[src/mie_regs.vh]
// Constants for the four-instruction execute block: APB offsets, opcodes, fields.
// Assumes a 32-bit APB slave with one aligned word per register.
`ifndef MIE_REGS_VH
`define MIE_REGS_VH

// ----------------------------------------
// Register byte offsets
// ----------------------------------------
`define MIE_OFF_INSTR 12'h000
`define MIE_OFF_WREG 12'h004
`define MIE_OFF_STATUS 12'h008
`define MIE_OFF_CTRL 12'h00c
`define MIE_OFF_DIR6 12'h010
`define MIE_OFF_DIR7 12'h014
`define MIE_OFF_WATCH 12'h018
`define MIE_OFF_PRESC 12'h01c
`define MIE_OFF_FILE 12'h080

// ----------------------------------------
// Opcodes and fields
// ----------------------------------------
`define MIE_OP_CLEAR_W 12'h040
`define MIE_OP_CLEAR_WATCH 12'h004
`define MIE_SWAP_MASK 12'hfc0
`define MIE_SWAP_VAL 12'h380
`define MIE_DIR_MASK 12'hff8
`define MIE_DIR_VAL 12'h000
`define MIE_DIR_SEL_A 3'h6
`define MIE_DIR_SEL_B 3'h7
`define MIE_BIT_D 5

// ----------------------------------------
// Status bit positions and reset values
// ----------------------------------------
`define MIE_ST_Z 2
`define MIE_ST_POWER_DOWN 3
`define MIE_ST_TIME_OUT 4
`define MIE_STATUS_RST 8'h18
`define MIE_DIR_RST 8'hff
`define MIE_OSC_PER_CYC 4

`endif

[src/mie_exec.v]
// Execute logic for clear-working, clear-watchdog, nibble-swap and direction-load.
// Assumes an APB master; instruction words are written to the instruction register.
//
// Added by the designer: the address map and the APB register port.
`timescale 1ns/1ps
`include "mie_regs.vh"

module mie_exec #(
	parameter FILE_DEPTH = 32
) (
	// APB
	input wire pclk,
	input wire presetn,
	input wire psel,
	input wire penable,
	input wire pwrite,
	input wire [11:0] paddr,
	input wire [31:0] pwdata,
	output reg [31:0] prdata,
	output reg pready,
	output reg pslverr,
	// Watchdog side
	input wire watchdog_tick,
	output reg [7:0] watchdog_timer_ff,
	output reg [7:0] prescaler_ff,
	// Port direction latches
	output reg [7:0] dir_a_ff,
	output reg [7:0] dir_b_ff,
	// Execution visibility
	output reg exec_done_ff
);

	// ----------------------------------------
	// State
	// ----------------------------------------
	reg [7:0] wreg_ff;
	reg [7:0] status_ff;
	reg presc_to_watch_ff;
	reg [1:0] phase_ff;
	reg busy_ff;
	reg [11:0] instr_ff;
	reg [7:0] file_mem [0:FILE_DEPTH-1];
	reg [7:0] rd_data;
	integer i;

	wire wr_en = psel & penable & pwrite;
	wire rd_en = psel & penable & ~pwrite;
	wire file_hit = (paddr[11:7] == 5'h01);
	wire [4:0] fidx = instr_ff[4:0];
	wire [7:0] fval = file_mem[fidx];
	wire [7:0] swapped = {fval[3:0], fval[7:4]};

	function is_dir;
		input [11:0] op;
		begin
			is_dir = ((op & `MIE_DIR_MASK) == `MIE_DIR_VAL) &&
				((op[2:0] == `MIE_DIR_SEL_A) || (op[2:0] == `MIE_DIR_SEL_B));
		end
	endfunction

	function is_swap;
		input [11:0] op;
		begin
			is_swap = ((op & `MIE_SWAP_MASK) == `MIE_SWAP_VAL);
		end
	endfunction

	wire exec_now = busy_ff && (phase_ff == 2'd3);

	// ----------------------------------------
	// APB read mux
	// ----------------------------------------
	always @* begin
		rd_data = 8'h00;
		case (paddr)
			`MIE_OFF_INSTR: rd_data = instr_ff[7:0];
			`MIE_OFF_WREG: rd_data = wreg_ff;
			`MIE_OFF_STATUS: rd_data = status_ff;
			`MIE_OFF_CTRL: rd_data = {6'h00, busy_ff, presc_to_watch_ff};
			`MIE_OFF_DIR6: rd_data = dir_a_ff;
			`MIE_OFF_DIR7: rd_data = dir_b_ff;
			`MIE_OFF_WATCH: rd_data = watchdog_timer_ff;
			`MIE_OFF_PRESC: rd_data = prescaler_ff;
			default: rd_data = file_hit ? file_mem[paddr[6:2]] : 8'h00;
		endcase
	end

	// ----------------------------------------
	// Bus response, zero wait states
	// ----------------------------------------
	always @(posedge pclk or negedge presetn) begin
		if (!presetn) begin
			prdata <= 32'h00000000;
			pready <= 1'b0;
			pslverr <= 1'b0;
		end else begin
			pready <= psel & ~penable;
			pslverr <= 1'b0;
			if (psel & ~penable & ~pwrite) begin
				prdata <= {24'h000000, rd_data};
			end
		end
	end

	// ----------------------------------------
	// Next-value variables
	// ----------------------------------------
	reg [7:0] nxt_wreg;
	reg [7:0] nxt_status;
	reg nxt_presc_to_watch;
	reg [1:0] nxt_phase;
	reg nxt_busy;
	reg [11:0] nxt_instr;
	reg [7:0] nxt_watchdog_timer;
	reg [7:0] nxt_prescaler;
	reg [7:0] nxt_dir_a;
	reg [7:0] nxt_dir_b;
	reg [7:0] nxt_file;
	wire [FILE_DEPTH-1:0] file_we;
	genvar g;

	// ----------------------------------------
	// Decode of the held instruction word
	// ----------------------------------------
	// Writes while busy are dropped to keep the cycle atomic
	wire reg_wr = wr_en && pready && !busy_ff;
	wire op_clear_w = (instr_ff == `MIE_OP_CLEAR_W);
	wire op_clear_watch = (instr_ff == `MIE_OP_CLEAR_WATCH);
	wire op_swap = is_swap(instr_ff);
	wire op_dir = is_dir(instr_ff);
	wire swap_to_file = instr_ff[`MIE_BIT_D];
	wire do_clear_w = exec_now && op_clear_w;
	wire do_clear_watch = exec_now && op_clear_watch;
	wire do_swap_w = exec_now && op_swap && !swap_to_file;
	wire do_swap_f = exec_now && op_swap && swap_to_file;
	wire do_dir = exec_now && op_dir;

	// ----------------------------------------
	// Instruction cycle sequencing
	// ----------------------------------------
	// Bus writes and execution never meet: one needs idle, the other busy
	always @* begin
		nxt_busy = busy_ff;
		nxt_phase = phase_ff;
		nxt_instr = instr_ff;
		if (busy_ff) begin
			nxt_phase = phase_ff + 2'd1;
		end
		if (exec_now) begin
			nxt_busy = 1'b0;
		end
		if (reg_wr && (paddr == `MIE_OFF_INSTR)) begin
			nxt_instr = pwdata[11:0];
			nxt_busy = 1'b1;
			nxt_phase = 2'd0;
		end
	end

	// ----------------------------------------
	// Prescaler assignment
	// ----------------------------------------
	always @* begin
		nxt_presc_to_watch = presc_to_watch_ff;
		if (reg_wr && (paddr == `MIE_OFF_CTRL)) begin
			nxt_presc_to_watch = pwdata[0];
		end
	end

	// ----------------------------------------
	// Watchdog and prescaler counts
	// ----------------------------------------
	// Free running watchdog model; the clear below takes priority
	always @* begin
		nxt_watchdog_timer = watchdog_timer_ff;
		nxt_prescaler = prescaler_ff;
		if (watchdog_tick) begin
			if (presc_to_watch_ff) begin
				nxt_prescaler = prescaler_ff + 8'h01;
				if (prescaler_ff == 8'hff) begin
					nxt_watchdog_timer = watchdog_timer_ff + 8'h01;
				end
			end else begin
				nxt_watchdog_timer = watchdog_timer_ff + 8'h01;
			end
		end
		if (do_clear_watch) begin
			nxt_watchdog_timer = 8'h00;
		end
		if (do_clear_watch && presc_to_watch_ff) begin
			nxt_prescaler = 8'h00;
		end
	end

	// ----------------------------------------
	// Working register
	// ----------------------------------------
	always @* begin
		nxt_wreg = wreg_ff;
		if (reg_wr && (paddr == `MIE_OFF_WREG)) begin
			nxt_wreg = pwdata[7:0];
		end
		if (do_clear_w) begin
			nxt_wreg = 8'h00;
		end
		if (do_swap_w) begin
			nxt_wreg = swapped;
		end
	end

	// ----------------------------------------
	// Status flags
	// ----------------------------------------
	// Only the named bits move; the rest keep whatever software wrote
	always @* begin
		nxt_status = status_ff;
		if (reg_wr && (paddr == `MIE_OFF_STATUS)) begin
			nxt_status = pwdata[7:0];
		end
		if (do_clear_w) begin
			nxt_status[`MIE_ST_Z] = 1'b1;
		end
		if (do_clear_watch) begin
			nxt_status[`MIE_ST_TIME_OUT] = 1'b1;
			nxt_status[`MIE_ST_POWER_DOWN] = 1'b1;
		end
	end

	// ----------------------------------------
	// Port direction latches
	// ----------------------------------------
	// Other selectors fall through, so no latch changes for them
	always @* begin
		nxt_dir_a = dir_a_ff;
		nxt_dir_b = dir_b_ff;
		if (do_dir && (instr_ff[2:0] == `MIE_DIR_SEL_A)) begin
			nxt_dir_a = wreg_ff;
		end
		if (do_dir && (instr_ff[2:0] == `MIE_DIR_SEL_B)) begin
			nxt_dir_b = wreg_ff;
		end
	end

	// ----------------------------------------
	// File register writes
	// ----------------------------------------
	// nibble exchange as write data
	always @* begin
		nxt_file = pwdata[7:0];
		if (do_swap_f) begin
			nxt_file = swapped;
		end
	end

	generate
		for (g = 0; g < FILE_DEPTH; g = g + 1) begin : g_file_we
			localparam [4:0] IDX = g;
			assign file_we[g] = (do_swap_f && (fidx == IDX)) ||
				(reg_wr && file_hit && (paddr[6:2] == IDX));
		end
	endgenerate

	// ----------------------------------------
	// State registers
	// ----------------------------------------
	always @(posedge pclk or negedge presetn) begin
		if (!presetn) begin
			wreg_ff <= 8'h00;
			status_ff <= `MIE_STATUS_RST;
			presc_to_watch_ff <= 1'b0;
			phase_ff <= 2'd0;
			busy_ff <= 1'b0;
			instr_ff <= 12'h000;
			watchdog_timer_ff <= 8'h00;
			prescaler_ff <= 8'h00;
			dir_a_ff <= `MIE_DIR_RST;
			dir_b_ff <= `MIE_DIR_RST;
			exec_done_ff <= 1'b0;
			for (i = 0; i < FILE_DEPTH; i = i + 1) begin
				file_mem[i] <= 8'h00;
			end
		end else begin
			wreg_ff <= nxt_wreg;
			status_ff <= nxt_status;
			presc_to_watch_ff <= nxt_presc_to_watch;
			phase_ff <= nxt_phase;
			busy_ff <= nxt_busy;
			instr_ff <= nxt_instr;
			watchdog_timer_ff <= nxt_watchdog_timer;
			prescaler_ff <= nxt_prescaler;
			dir_a_ff <= nxt_dir_a;
			dir_b_ff <= nxt_dir_b;
			exec_done_ff <= exec_now;
			for (i = 0; i < FILE_DEPTH; i = i + 1) begin
				if (file_we[i]) begin
					file_mem[i] <= nxt_file;
				end
			end
		end
	end

endmodule // mie_exec

[config.mk]
export PLATFORM = sky130hd
export DESIGN_NAME = mie_exec
export DESIGN_NICKNAME = d
export VERILOG_FILES = /design/src/mie_exec.v
export VERILOG_INCLUDE_DIRS = /design/src
export SDC_FILE = /design/constraint.sdc
export NUM_CORES = 1
export LEC_CHECK = 0
export BUFFER_PORTS_ARGS = -buffer_cell sky130_fd_sc_hd__buf_2
export CAP_MARGIN = 10
export CELL_PAD_IN_SITES_DETAIL_PLACEMENT = 0
export CELL_PAD_IN_SITES_GLOBAL_PLACEMENT = 1
export CORE_ASPECT_RATIO = 0.6
export CORE_MARGIN = 8
export CORE_UTILIZATION = 55
export DETAILED_ROUTE_END_ITERATION = 10
export PLACE_DENSITY_LB_ADDON = 0.1
export SYNTH_ARGS = -nofsm -noshare
export SYNTH_HDL_FRONTEND = slang
export SYNTH_SLANG_ARGS = --single-unit
[constraint.sdc]
create_clock -name pclk -period 4.9 [get_ports pclk]
set_input_delay 0.49 -clock pclk [delete_from_list [all_inputs] [get_ports pclk]]
set_output_delay 0.49 -clock pclk [all_outputs]
set_load 0.01 [all_outputs]
==> run metrics <==
CTS tree=built; Setup WS post-layout=1.347 ns; Final Cell Area=0.02040 mm^2; Synth Cell Area=0.01856 mm^2; Crit Path Max Fanout=17; Initial Utilization=a little under three fifths; Area Overhead vs Synth=9.889%; crit share post-route=72.51%; Setup Fix Bufs, Post-CTS=0; htree depth=2; syn avg cell area=between 10 and 15 um^2; Final min period=3.553 ns; most frequent cells in the layout=310 x dfrtp_1, 305 x mux2_2, 108 x mux4_2, 74 x nand2_1, 68 x buf_2; Worst-Margin Slew=1.177 ns; die height=158.3 um; Clk pin slew, worst setup/hold paths=~0.070 ns; global-route wire length before repair=86970 um; largest net degree at the start of global routing=approximately 120; DR WL/cell=30.29 um; CP endpoint kind=register; Slew Viols, Final=0; clk_lat worst skew=around 0.53 ns; layout cells sized above 1=45.67%; Leak Pwr=8.238 nW; IR drop worst, VDD=0.3861 mV; CTS root buf=clkbuf_16; net total in the final layout=about 1500; CTS Buf Count=34; Synth Flop Type=dfrtp_1; First-pass DRT Iterations=6; commonest non-fill, non-tap cell in the layout=dfrtp_1; cell taking the most area after synthesis=dfrtp_1; Hold Fails Final Rpt=19; Finish-stage setup viols=0; Tot Pwr=0.005929 W; num ports=117; maxcap violations=0; number of global-route vias before repair=12700; failing checks=hold timing; Crit Path Class=register to register; diode count=0; Fill cells=2679; Peak Freq=between 200 and 300 MHz; HP Class=input port to async pin; Vias/cell=6.750; setup TNS=0 ns; Post-DP Area=around 0.019 mm^2; Core Box Area=roughly 0.033 mm^2; critical path launch point type=register; CTS-repair resized insts=0; Die Wd=253.2 um; grt ovf=0; crit path DAT=roughly 4 ns; die footprint=approximately 0.040 mm^2; number of flops mapped to enable cells by yosys=0; gpl congestion=just over 0.9; DRT iter0 DRCs=1614; worst-case clock buffer depth=3; total number of vias=12910; Mapped Cells=1395; PwrDens=290.7 mW/mm^2; DRC=0; asr flop ratio synth=100.0%; Clock Sinks=330; DP Wirelength=~40000 um; Setup WS pre-CTS=1.418 ns; post-synthesis sequential area ratio=44.61%; RSZ-0062 raised after global routing=no; Warnings, synthesis=0; Total GRT Usage=29.32%; area fraction of the dominant cell type after synthesis=42.07%; ranking of synthesized cells by area=dfrtp_1 42%, mux2_2 19%, mux4_2 13%; hold slack final=-0.05563 ns; antenna violations before repair=2; Distinct cells, synth=76; Post-Route WL=57950 um; ANT nets after route=0; slew margin rel.=between 20% and 30%; Setup Skew=0.01641 ns; PortBufs=71; status=finished, violations left; critical path data required time=5.37 ns; row cnt=52; hold_buf cts=0; flops & latches, synth=330
-- synth_stat cells (9+ instances only) --
| cell | count |
|---|---|
| o21ai_0 | 27 |
| and2_1 | 9 |
| nand2_1 | 74 |
| a21oi_1 | 18 |
| inv_1 | 14 |
| buf_1 | 10 |
| a211oi_1 | 9 |
| dfrtp_1 | 312 |
| nor2_1 | 33 |
| nor3_1 | 16 |
| and3_1 | 17 |
| a311o_1 | 9 |
| a221o_1 | 10 |
| buf_2 | 54 |
| nor2b_1 | 20 |
| mux2i_1 | 54 |
| dfstp_2 | 18 |
| mux4_2 | 108 |
| a22oi_1 | 10 |
| nand3_1 | 18 |
| buf_4 | 33 |
| nand4_1 | 10 |
| clkbuf_1 | 36 |
| mux2_2 | 305 |
-- layout make-up --
type | instances | area, um^2 | share of cell area (%)
clock inverter | 9 | 107.6 | 0.5276
timing repair buffer | 116 | 733.2 | 3.595
clock buffer | 49 | 998.5 | 4.895
sequential | 330 | 8288 | 40.64
multi-input combinational | 936 | 9642 | 47.27
inverter | 14 | 52.55 | 0.2577
tap | 459 | 574.3 | 2.816
-- final timing paths --
check,startpoint,to,slack [ns],cells past startpoint
setup / recovery,instr_ff[2],file_mem[74],1.35,7
hold / removal,presetn,file_mem[47],-0.06,1
setup reg to reg,instr_ff[2],file_mem[74],1.35,7
hold reg to reg,status_ff[5],status_ff[5],0.49,2
max in group asynchronous,presetn,file_mem[208],3.75,2
min in group pclk,penable,pready,0.17,2
-- power breakdown --
group,switching [W],internal [W],leakage (nW)
logic,0.000321,0.000158,3.80
registers,0.0000571,0.00276,3.89
clock network,0.00111,0.00153,0.545
-- through the flow --
stage	std cells	utilization [%]	hold WS (ns)
after floorplan	1419	-	0.1944
after global placement	1855	57.68	0.4599
after detailed placement	1855	57.68	0.4712
after CTS	1913	60.99	0.004424
after global routing	1913	60.99	0.02788
final	1913	60.99	-0.05563
-- per-layer routing --
| layer | vias up | GRT usage [%] | wire length [um] |
|---|---|---|---|
| met5 | - | 0 | 0 |
| met4 | 0 | 5.789 | 1017 |
| met3 | 66 | 11.67 | 7159 |
| met2 | 600 | 38.81 | 23310 |
| met1 | 6865 | 44.60 | 26460 |
| li1 | 5382 | - | - |
-- registers in the layout, indices dropped and copies added (netlist names) --
signal,cells
file_mem,256
phase_ff,2
exec_done_ff,1
instr_ff,12
wreg_ff,8
presc_to_watch_ff,1
watchdog_timer_ff,8
dir_a_ff,8
dir_b_ff,8
status_ff,8
pready,1
prescaler_ff,8
prdata,8
busy_ff,1
-- cell families after synthesis --
| group | Yosys count | synth area share, % |
|---|---|---|
| multiplexers | 467 | 34.52 |
| flip-flops | 330 | 44.61 |
| AND/OR/NAND/NOR | 246 | 7.281 |
| AO/OA/AOI/OAI | 186 | 8.636 |
| buffers and inverters | 153 | 4.301 |
| XOR/XNOR | 9 | 0.4247 |
| adder cells (fa/ha/maj) | 3 | 0.2023 |
| other | 1 | 0.02020 |
-- critical path, stage by stage (launching register included) --
cell and delay [ns]:
dfrtp_1 0.69, buf_4 0.33, nor3_2 0.61, a221o_1 0.39
a221oi_2 0.10, o31ai_4 0.79, buf_4 0.36, mux2_2 0.19
No activity file was read; power rests on OpenSTA's default activity.
